===== src/vsp_pkg.sv =====
package vsp_pkg;

    // ------------------------------------------------------------
    // widths and build-time defaults
    // ------------------------------------------------------------
    localparam int VSP_DATA_W      = 12;    // sensor component width
    localparam int VSP_DIM_W       = 13;    // pixel and line counters
    localparam int VSP_PHASE_W     = 2;     // colour grid phase
    localparam int VSP_LINE_LEN    = 640;   // active pixels per line
    localparam int VSP_LINE_CNT    = 480;   // active lines per frame
    localparam int VSP_PHASE       = 0;     // starting grid phase
    localparam int VSP_RST_MIN_CYC = 32;    // minimum reset hold, cycles

    // ------------------------------------------------------------
    // grid sites, after phase is applied
    // ------------------------------------------------------------
    localparam logic [1:0] VSP_SITE_RED  = 2'h0;
    localparam logic [1:0] VSP_SITE_BLUE = 2'h3;

    // output slot state
    typedef enum logic {VSP_SLOT_EMPTY, VSP_SLOT_FULL} vsp_slot_e;

    // round a bit count up to a whole number of bytes
    function automatic int vsp_pad8(input int bits);
        return ((bits + 7) / 8) * 8;
    endfunction

endpackage


===== src/vsp_ctl_port.sv =====
`timescale 1ns/10ps
module vsp_ctl_port
#(
    parameter int LINE_LEN = vsp_pkg::VSP_LINE_LEN,
    parameter int LINE_CNT = vsp_pkg::VSP_LINE_CNT,
    parameter int PHASE    = vsp_pkg::VSP_PHASE
)
(
    input  wire logic                            clk,
    input  wire logic                            srst,
    input  wire logic                            ctl_clk,
    input  wire logic                            ctl_clk_en,
    input  wire logic                            ctl_rst_n,
    input  wire logic [vsp_pkg::VSP_DIM_W-1:0]   ctl_line_len,
    input  wire logic [vsp_pkg::VSP_DIM_W-1:0]   ctl_line_cnt,
    input  wire logic [vsp_pkg::VSP_PHASE_W-1:0] ctl_phase,
    output logic      [vsp_pkg::VSP_DIM_W-1:0]   act_line_len,
    output logic      [vsp_pkg::VSP_DIM_W-1:0]   act_line_cnt,
    output logic      [vsp_pkg::VSP_PHASE_W-1:0] act_phase,
    output logic                                 ctl_rst_sync
);
    import vsp_pkg::*;

    // ------------------------------------------------------------
    // control state
    // ------------------------------------------------------------
    localparam logic [VSP_DIM_W-1:0]   LEN_RST = VSP_DIM_W'(LINE_LEN);
    localparam logic [VSP_DIM_W-1:0]   CNT_RST = VSP_DIM_W'(LINE_CNT);
    localparam logic [VSP_PHASE_W-1:0] PH_RST  = VSP_PHASE_W'(PHASE);

    logic                   ctl_clk_d_r, ctl_clk_d_nxt;  // edge history
    logic [VSP_DIM_W-1:0]   len_r, len_nxt;              // line length
    logic [VSP_DIM_W-1:0]   cnt_r, cnt_nxt;              // line count
    logic [VSP_PHASE_W-1:0] ph_r, ph_nxt;                // grid phase
    logic                   rst_hold_r, rst_hold_nxt;    // reset seen
    logic                   sync1_r, sync2_r;            // resync chain
    logic                   edge_w;

    // rising control clock edge; the control clock is a plain input
    assign edge_w = ctl_clk & ~ctl_clk_d_r;

    // next values: act only on control clock edges
    always_comb
    begin
        ctl_clk_d_nxt = ctl_clk;
        len_nxt       = len_r;
        cnt_nxt       = cnt_r;
        ph_nxt        = ph_r;
        rst_hold_nxt  = rst_hold_r;
        if (edge_w)
        begin
            if (!ctl_rst_n)
            begin
                // reset wins even with enable low
                len_nxt      = LEN_RST;
                cnt_nxt      = CNT_RST;
                ph_nxt       = PH_RST;
                rst_hold_nxt = 1'b1;
            end
            else if (ctl_clk_en)
            begin
                // inputs only sampled while enabled
                len_nxt      = ctl_line_len;
                cnt_nxt      = ctl_line_cnt;
                ph_nxt       = ctl_phase;
                rst_hold_nxt = 1'b0;
            end
            else
            begin
                // enable low: state frozen, reset cleared only
                rst_hold_nxt = 1'b0;
            end
        end
    end

    // registers
    always_ff @(posedge clk)
    begin
        if (srst)
        begin
            ctl_clk_d_r <= 1'b1;    // no false edge at release
            len_r       <= LEN_RST;
            cnt_r       <= CNT_RST;
            ph_r        <= PH_RST;
            rst_hold_r  <= 1'b0;
            sync1_r     <= 1'b0;
            sync2_r     <= 1'b0;
        end
        else
        begin
            ctl_clk_d_r <= ctl_clk_d_nxt;
            len_r       <= len_nxt;
            cnt_r       <= cnt_nxt;
            ph_r        <= ph_nxt;
            rst_hold_r  <= rst_hold_nxt;
            // resync into the stream domain
            sync1_r     <= rst_hold_r;
            sync2_r     <= sync1_r;
        end
    end

    // outputs straight from flops
    assign act_line_len = len_r;
    assign act_line_cnt = cnt_r;
    assign act_phase    = ph_r;
    assign ctl_rst_sync = sync2_r;

endmodule


===== src/vsp_interp.sv =====
`timescale 1ns/10ps
module vsp_interp
#(
    parameter int DATA_W = vsp_pkg::VSP_DATA_W
)
(
    input  wire logic                            clk,
    input  wire logic                            rst,
    input  wire logic                            take,
    input  wire logic                            sof,
    input  wire logic                            line_end_marker,
    input  wire logic [DATA_W-1:0]               sample,
    input  wire logic [vsp_pkg::VSP_PHASE_W-1:0] phase,
    output logic      [3*DATA_W-1:0]             rgb
);
    import vsp_pkg::*;

    // ------------------------------------------------------------
    // held components and grid position
    // ------------------------------------------------------------
    logic [DATA_W-1:0] red_r, red_nxt;      // last red seen
    logic [DATA_W-1:0] grn_r, grn_nxt;      // last green seen
    logic [DATA_W-1:0] blu_r, blu_nxt;      // last blue seen
    logic              xp_r, xp_nxt;        // column parity
    logic              yp_r, yp_nxt;        // row parity
    logic              xp_w, yp_w;
    logic [1:0]        site_w;

    // a frame start forces position back to the grid origin
    assign xp_w   = sof ? 1'b0 : xp_r;
    assign yp_w   = sof ? 1'b0 : yp_r;
    assign site_w = {yp_w, xp_w} ^ phase;

    // nearest-neighbour fill: cheap, but smears edges
    always_comb
    begin
        red_nxt = red_r;
        grn_nxt = grn_r;
        blu_nxt = blu_r;
        xp_nxt  = xp_r;
        yp_nxt  = yp_r;
        if (take)
        begin
            unique case (site_w)
                VSP_SITE_RED:  red_nxt = sample;
                VSP_SITE_BLUE: blu_nxt = sample;
                default:       grn_nxt = sample;
            endcase
            xp_nxt = line_end_marker ? 1'b0 : ~xp_w;
            yp_nxt = line_end_marker ? ~yp_w : yp_w;
        end
    end

    // registers
    always_ff @(posedge clk)
    begin
        if (rst)
        begin
            red_r <= '0;
            grn_r <= '0;
            blu_r <= '0;
            xp_r  <= 1'b0;
            yp_r  <= 1'b0;
        end
        else
        begin
            red_r <= red_nxt;
            grn_r <= grn_nxt;
            blu_r <= blu_nxt;
            xp_r  <= xp_nxt;
            yp_r  <= yp_nxt;
        end
    end

    // packed output as it will be after this beat: red low
    assign rgb = {blu_nxt, grn_nxt, red_nxt};

endmodule


===== src/vsp_top.sv =====
`timescale 1ns/10ps
module vsp_top
#(
    parameter int DATA_W   = vsp_pkg::VSP_DATA_W,
    parameter bit HAS_CTRL = 1'b1,
    parameter int LINE_LEN = vsp_pkg::VSP_LINE_LEN,
    parameter int LINE_CNT = vsp_pkg::VSP_LINE_CNT,
    parameter int PHASE    = vsp_pkg::VSP_PHASE,
    parameter int IN_W     = vsp_pkg::vsp_pad8(DATA_W),
    parameter int OUT_W    = vsp_pkg::vsp_pad8(3 * DATA_W)
)
(
    input  wire logic                            clk,
    input  wire logic                            srst,
    input  wire logic                            stream_clk_en,
    input  wire logic [IN_W-1:0]                 in_data,
    input  wire logic                            in_valid,
    output logic                                 in_ready,
    input  wire logic                            in_frame_start_flag,
    input  wire logic                            in_line_end_marker,
    output logic      [OUT_W-1:0]                out_data,
    output logic                                 out_valid,
    input  wire logic                            out_ready,
    output logic                                 out_frame_start_flag,
    output logic                                 out_line_end_marker,
    output logic                                 line_len_err,
    output logic                                 frame_len_err,
    input  wire logic                            ctl_clk,
    input  wire logic                            ctl_clk_en,
    input  wire logic                            ctl_rst_n,
    input  wire logic [vsp_pkg::VSP_DIM_W-1:0]   ctl_line_len,
    input  wire logic [vsp_pkg::VSP_DIM_W-1:0]   ctl_line_cnt,
    input  wire logic [vsp_pkg::VSP_PHASE_W-1:0] ctl_phase
);
    import vsp_pkg::*;

    // ------------------------------------------------------------
    // configuration source
    // ------------------------------------------------------------
    logic [VSP_DIM_W-1:0]   cp_len, cp_cnt;     // control port values
    logic [VSP_PHASE_W-1:0] cp_ph;
    logic                   cp_rst;             // resynced control reset
    logic [VSP_DIM_W-1:0]   cfg_len, cfg_cnt;   // values in use
    logic [VSP_PHASE_W-1:0] cfg_ph;
    logic                   rst_w;              // stream-side reset

    vsp_ctl_port #(
        .LINE_LEN     (LINE_LEN),
        .LINE_CNT     (LINE_CNT),
        .PHASE        (PHASE)
    ) u_ctl (
        .clk          (clk),
        .srst         (srst),
        .ctl_clk      (ctl_clk),
        .ctl_clk_en   (ctl_clk_en),
        .ctl_rst_n    (ctl_rst_n),
        .ctl_line_len (ctl_line_len),
        .ctl_line_cnt (ctl_line_cnt),
        .ctl_phase    (ctl_phase),
        .act_line_len (cp_len),
        .act_line_cnt (cp_cnt),
        .act_phase    (cp_ph),
        .ctl_rst_sync (cp_rst)
    );

    // without a control port geometry is frozen at build
    assign cfg_len = HAS_CTRL ? cp_len : VSP_DIM_W'(LINE_LEN);
    assign cfg_cnt = HAS_CTRL ? cp_cnt : VSP_DIM_W'(LINE_CNT);
    assign cfg_ph  = HAS_CTRL ? cp_ph  : VSP_PHASE_W'(PHASE);
    // control reset also clears the stream side
    assign rst_w   = srst | (HAS_CTRL & cp_rst);

    // ------------------------------------------------------------
    // handshake terms
    // ------------------------------------------------------------
    vsp_slot_e            slot_r, slot_nxt;       // output slot
    logic                 in_ready_r, in_ready_nxt;
    logic [OUT_W-1:0]     dat_r, dat_nxt;
    logic                 sof_r, sof_nxt;
    logic                 eol_r, eol_nxt;
    logic [VSP_DIM_W-1:0] x_r, x_nxt;             // pixel in line
    logic [VSP_DIM_W-1:0] y_r, y_nxt;             // line in frame
    logic                 lerr_r, lerr_nxt;       // bad line length
    logic                 ferr_r, ferr_nxt;       // bad frame height
    logic                 in_take, out_take;
    logic [3*DATA_W-1:0]  rgb_w;
    logic [DATA_W-1:0]    sample_w;

    // beats move only with enable; reset handled in the flops
    assign in_take  = stream_clk_en & in_valid & in_ready_r;
    assign out_take = stream_clk_en & out_ready & (slot_r == VSP_SLOT_FULL);

    // upper pad bits of the input word are ignored
    assign sample_w = in_data[DATA_W-1:0];

    vsp_interp #(
        .DATA_W (DATA_W)
    ) u_interp (
        .clk    (clk),
        .rst    (rst_w),
        .take   (in_take),
        .sof    (in_frame_start_flag),
        .line_end_marker    (in_line_end_marker),
        .sample (sample_w),
        .phase  (cfg_ph),
        .rgb    (rgb_w)
    );

    // ------------------------------------------------------------
    // stream next-state
    // ------------------------------------------------------------
    // one slot and registered ready: at most one beat every two
    // cycles, traded for outputs that all come from flops
    always_comb
    begin
        slot_nxt     = slot_r;
        dat_nxt      = dat_r;
        sof_nxt      = sof_r;
        eol_nxt      = eol_r;
        x_nxt        = x_r;
        y_nxt        = y_r;
        lerr_nxt     = lerr_r;
        ferr_nxt     = ferr_r;
        in_ready_nxt = in_ready_r;
        if (stream_clk_en)
        begin
            unique case (slot_r)
                VSP_SLOT_EMPTY:
                begin
                    if (in_take)
                    begin
                        // zero fill above packed components
                        dat_nxt = OUT_W'(rgb_w);
                        // markers ride with their pixel
                        sof_nxt  = in_frame_start_flag;
                        eol_nxt  = in_line_end_marker;
                        // every accepted pixel produces one beat, even past cfg_len
                        slot_nxt = VSP_SLOT_FULL;
                    end
                end
                VSP_SLOT_FULL:
                begin
                    // held until the sink takes it
                    if (out_take)
                    begin
                        slot_nxt = VSP_SLOT_EMPTY;
                    end
                end
            endcase
            in_ready_nxt = (slot_nxt == VSP_SLOT_EMPTY);
            if (in_take)
            begin
                // geometry check against configured size
                if (in_frame_start_flag)
                begin
                    ferr_nxt = (y_r != '0) && (y_r != cfg_cnt);
                    y_nxt    = '0;
                end
                if (in_line_end_marker)
                begin
                    lerr_nxt = (x_r + 1'b1) != cfg_len;
                    x_nxt    = '0;
                    y_nxt    = (in_frame_start_flag ? '0 : y_r) + 1'b1;
                end
                else
                begin
                    x_nxt = x_r + 1'b1;
                end
                if (in_frame_start_flag && !in_line_end_marker)
                begin
                    x_nxt = VSP_DIM_W'(1);
                end
            end
        end
    end

    // registers; reset overrides the enable
    always_ff @(posedge clk)
    begin
        if (rst_w)
        begin
            slot_r     <= VSP_SLOT_EMPTY;
            in_ready_r <= 1'b0;
            dat_r      <= '0;
            sof_r      <= 1'b0;
            eol_r      <= 1'b0;
            x_r        <= '0;
            y_r        <= '0;
            lerr_r     <= 1'b0;
            ferr_r     <= 1'b0;
        end
        else
        begin
            slot_r     <= slot_nxt;
            in_ready_r <= in_ready_nxt;
            dat_r      <= dat_nxt;
            sof_r      <= sof_nxt;
            eol_r      <= eol_nxt;
            x_r        <= x_nxt;
            y_r        <= y_nxt;
            lerr_r     <= lerr_nxt;
            ferr_r     <= ferr_nxt;
        end
    end

    // ------------------------------------------------------------
    // outputs, all from flops
    // ------------------------------------------------------------
    assign in_ready             = in_ready_r;
    assign out_data             = dat_r;
    assign out_valid            = (slot_r == VSP_SLOT_FULL);
    assign out_frame_start_flag = sof_r;
    assign out_line_end_marker  = eol_r;
    assign line_len_err         = lerr_r;
    assign frame_len_err        = ferr_r;

endmodule


===== config.mk =====
export PLATFORM = sky130hd
export DESIGN_NAME = vsp_top
export DESIGN_NICKNAME = d
export VERILOG_FILES = /design/src/vsp_pkg.sv /design/src/vsp_ctl_port.sv /design/src/vsp_interp.sv /design/src/vsp_top.sv
export SDC_FILE = /design/constraint.sdc
export NUM_CORES = 1
export LEC_CHECK = 0
export BUFFER_PORTS_ARGS = -buffer_cell sky130_fd_sc_hd__buf_2
export CORE_MARGIN = 3
export CORE_UTILIZATION = 35
export DETAILED_ROUTE_END_ITERATION = 7
export HOLD_SLACK_MARGIN = 0.06
export PLACE_DENSITY = 0.51
export SYNTH_ARGS = -nofsm -noshare
export SYNTH_HDL_FRONTEND = slang
export SYNTH_SLANG_ARGS = --single-unit

===== constraint.sdc =====
create_clock -name clk -period 5.9 [get_ports clk]
set_clock_uncertainty 0.15 [all_clocks]
set_input_delay 0.59 -clock clk [delete_from_list [all_inputs] [get_ports clk]]
set_output_delay 0.59 -clock clk [all_outputs]
set_load 0.05 [all_outputs]

# Yosys cells after proc, flatten, opt, wreduce, memory -nomap -nowiden
# Cells that the tools add are included.
# word_totals
regBits	138
inputBits	54
out_inout_bits	46
wordCells	75
# classes
n_reduce_logical	11
eq_ne	4
mux	25
n_addsub	2
bitwise	12
# ops
cell	count
2-to-1 mux 13 bit	8
2-to-1 mux 12 bit	6
adder 13 x 1 -> 13 bit (second input constant)	2
!= test 13 bit	2
nonzero test 13 bit	1
AND reduction 3 bit	3
2-to-1 mux 1 bit	8
bitwise AND 1 bit	5
NOT 1 bit	5
2-to-1 mux 2 bit	2
AND reduction 2 bit	2
== test 2 bit (second input constant)	1
logical AND 1 bit	2
zero test 2 bit	1
!= test 2 bit (second input constant)	1
one-hot mux 1 bit (2 select lines)	1
OR reduction 2 bit	1
XOR 2 bit	1
zero test 1 bit	1
bitwise OR 1 bit	1

# Depth between registers and ports, before layout
# logic_depth
ltp_word	6
mapped_depth	9
ltp_nobuf	7

# Cells and area by module
# From an unflattened synthesis, not the netlist that was laid out.
# unflattened
hier_cells	705
hier_area_um2	6406.1
# modules_own_cells
module	n_inst	cells_each	seq_area_each_um2	area_each_um2
vsp_top	1	444	1361.3	3470.8
vsp_interp	1	135	760.7	1704.1
vsp_ctl_port	1	126	640.6	1231.2

# Worst setup path before layout
# No wires, ideal clock.
# synth_path
path_kind	input -> register
start	input in_frame_start_flag
end	register y_r[6]
n_path_buf	2
setup_time_ns	0.071
arrival_ns	2.317
slack_ns	3.362
required_ns	5.679
stages	9
cell_sequence	clkbuf_1 clkbuf_1 nor2b_1 ha_1 nand4_1 or2_2 or4_1 a21o_1 a21oi_1
# synth_between
elab_chain_cells	3
# synth_lines
item	line_no	text
start: declaration	vsp_top.sv:19	input wire logic in_frame_start_flag,
2-to-1 mux 13 bit (*)	n/a	
adder 13 x 1 -> 13 bit	vsp_top.sv:163	y_nxt = (in_frame_start_flag ? '0 : y_r) + 1'b1;
2-to-1 mux 13 bit (*)	vsp_top.sv:159	if (in_line_end_marker)
end signal: assignment	vsp_top.sv:200	y_r <= y_nxt;
end: declaration	vsp_top.sv:82	logic [VSP_DIM_W-1:0] y_r, y_nxt;
# Every way passes the cells marked *; elsewhere a longest branch is shown, timed or not.
# A chain may end at the register's enable or synchronous reset.

# Final worst setup path
# layout_path
start	input in_frame_start_flag
end	register dat_r[18], in the netlist out_data[18]
# layout_between
elab_chain_cells	6
elab_cells_between_ends	8
classes_between	eq/ne (1); mux (4); bitwise (1); reduce/logical (2)
# layout_lines
item	line_no	text
2-to-1 mux 1 bit (on tied branches)	vsp_interp.sv:30, vsp_interp.sv:31	
XOR 2 bit (*)	vsp_interp.sv:32	assign site_w = {yp_w, xp_w} ^ phase;
== test 2 bit / zero test 2 bit (equally long branches)	vsp_interp.sv:44	unique case (site_w)
OR reduction 2 bit (no line) (*)	n/a	
2-to-1 mux 12 bit (*)	vsp_interp.sv:44	
2-to-1 mux 12 bit (*)	vsp_interp.sv:42	if (take)
end signal: assignment	vsp_top.sv:196	dat_r <= dat_nxt;
end: declaration	vsp_top.sv:78	logic [OUT_W-1:0] dat_r, dat_nxt;
# Marked as above.

==> metrics.md <==
| Metric | Value |
|---|---|
| Setup crit end kind | flip-flop |
| Layout Cells excl Fill | 947 |
| Final period utilization | 45.80% |
| H-tree Lvls | 4 |
| Synthesized area | 0.005813 sq mm |
| GRT Overall Usage | 15.88% |
| Area after DPL | 0.006349 sq mm |
| Uppermost layer routed | met4 |
| Min-delay worst type | in2reg |
| Fin. Hold Viols | 0 |
| Antenna violations before repair | 0 |
| GR Overflow Total | 0 |
| Die area | 0.01819 sq mm |
| Slowest cell on the critical path | nand2_1 |
| Dpl cells | 915 |
| Rows | 46 |
| Fraction of registers with async set or reset after synthesis | 0% |
| Largest delay contributor family on the critical path | simple AND/OR/NAND/NOR gates |
| TNS Setup | 0 ps |
| Synth cell types | 53 |
| Buf+Inv Stages, Crit Path | 2 |
| Largest cells by area after synthesis | dfxtp_1, nor2_1, mux2i_1, a211oi_1, a22oi_1 |
| # DRC | 0 |
| Syn Inst Count | 657 |
| CTS resizes | 0 |
| Later-pin clock latency in the skew report | 420 ps |
| IO Pins | 100 |
| Layout Nets | 776 |
| DR WL/cell | 14.98 um |
| EDFF count, synth | 0 |
| Cell taking the most area after synthesis | dfxtp_1 |
| Area growth syn-to-layout | 19.50% |
| Slew headroom | 20.52% |
| Length of the first detailed-routing pass in iterations | 4 |
| Area fraction of the dominant cell type after synthesis | 47.52% |
| DP HPWL | 9541 um |
| # fillers | 1599 |
| CTS Hold Bufs | 0 |
| Port-buffer cells | 91 |
| CP peak stage delay | 610 ps |
| Core ar. | 0.01606 sq mm |
| WL met2 | 6865 um |
| Post-route cell area | 0.006947 sq mm |
| CTS root buf | clkbuf_16 |
| N_diodes | 0 |
| Height of the chip | 134.9 um |
| Outcome | finished, final reports clean |
| DR vias | 4856 |
| Postcts setup bufs | 0 |
| Antenna viol nets, final | 0 |
| Clock tree sinks | 138 |
| Critical Path AT | 2810 ps |
| Worst slew pin tran | 1192 ps |
| Pin count of the biggest net entering global routing | 106 |
| TritonCTS buffer count | 17 |
| Share of cells above drive strength 1 | 18.19% |
| Yosys reg bits | 138 |
| Routability cong. | 0.7818 |
| Crit Path Class | in2reg |
| Fmax | 0.3700 GHz |
| Worst VDD drop | 0.2280 mV |
| Initial DRC Count | 308 |
| Vias in the first global route | 4538 |
| LEAKAGE | 2.911 nW |
| Pwr Total | 0.002189 W |
| RSZ-0062 raised after global routing | false |
| Synth Flop Type | dfxtp_1 |
| First-pass GRT wire length | 23080 um |
| Worst-path clk slew | 70 ps |
| Syn avg cell area | 8.848 sq um |
| CTS tree | yes |
| Max Slew Vio Count | 0 |
| Pre-CTS WS | 2783 ps |
| Post-synthesis sequential area ratio | 47.52% |
| Synth Warn # | 0 |
| Most common cell in the netlist | dfxtp_1 |
| Chip width | 134.9 um |
| Finish-stage setup viols | 0 |
| Post-route setup slack | 3198 ps |
| Crit path required time | 6000 ps |
| Synth cell count leaders | dfxtp_1, nor2_1, clkbuf_1, mux2i_1, a211oi_1 |
| DR vias/cell | 5.128 |
| Post-layout min period | 2702 ps |
| Max Cap Viol | 0 |
| Crit path launch type | input pin |
| Metal1 wirelength | 6465 um |
| Clock Path Buffers | 2 |
| Met3 WL | 616 um |
| Crit-path cells | buf_2 > nand2b_1 > xor2_1 > inv_1 > ha_1 > nand2_1 > mux2i_1 > a211oi_1 |
| Power per cell area | 315.1 mW/mm^2 |
| Initial Util | 36.20% |
| Drt total wl | 14180 um |
| CP max FO | 29 |
## report_power, final
part / internal [W] / switching [W]
combinational: 0.0000451 / 0.000116
sequential: 0.000951 / 0.0000116
clock: 0.000606 / 0.000460
## path summary, 6_finish.rpt
path,cells past startpoint,slack (ps),end,startpoint
setup / recovery,8,3200,out_data[18],in_frame_start_flag
hold / removal,2,210,u_ctl.ctl_clk_d_r,ctl_clk
setup reg to reg,4,3210,out_data[18],in_ready
hold reg to reg,1,290,u_ctl.ctl_rst_sync,u_ctl.sync1_r
## through the flow
stage | util, % | hold WS, ps
CTS | 43.26 | 192.4
finish | 43.26 | 209.7
global placement | 39.54 | 276.2
detailed placement | 39.54 | 279.1
floorplan | - | 263.8
global route | 43.26 | 207.3
## layout make-up
class                      instances  area [sq um]  share of cell area (%)
clock inverter                    15         172.7                   2.486
sequential                       138          2763                   39.77
tap                              216         270.3                   3.890
inverter                           5         18.77                  0.2702
multi-input combinational        463          2826                   40.69
clock buffer                      17         425.4                   6.124
timing repair buffer              93         470.5                   6.772
## per-layer routing
layer,GRT usage (%),vias to the layer above
met2,25.21,100
li1,-,2451
met1,21.01,2285
met4,6.165,0
met3,3.689,20
met5,0,-
## cell families (layout without fill, tap and decap cells)
family	count (synthesis)	after routing	share of synthesized area, %
buffers and inverters	59	130	4.219
DFF	138	138	47.52
xor gates and xnor gates	34	34	5.123
AOI/OAI and AO/OA	146	146	16.77
other	1	4	0.06451
and+or+nand+nor	237	237	18.90
adders and majority gates	4	4	0.8610
muxes	38	38	6.543
## sequential cells by signal (all words and copies together), names as in the netlist
register	flops
u_ctl.act_phase	2
frame_len_err	1
in_ready	1
u_interp.xp_r	1
y_r	13
u_ctl.act_line_len	13
out_frame_start_flag	1
u_ctl.ctl_rst_sync	1
u_ctl.act_line_cnt	13
u_ctl.sync1_r	1
line_len_err	1
u_ctl.rst_hold_r	1
u_interp.blu_r	12
u_interp.red_r	12
out_valid	1
out_data	36
out_line_end_marker	1
u_ctl.ctl_clk_d_r	1
u_interp.grn_r	12
u_interp.yp_r	1
x_r	13
## cell usage in the layout, fill, tap and decap left out, drive strengths merged, types with 7 or more instances in the layout
cell type	n
a211oi	37
a21oi	25
a22oi	29
and3	7
buf	93
clkbuf	17
dfxtp	138
inv	15
mux2i	38
nand2	29
nand2b	7
nand3	11
nand4	8
nor2	130
nor2b	7
nor3	9
nor4	8
o21ai	26
o22ai	8
xnor2	17
xor2	17
Power figures use the tool's default switching activity.
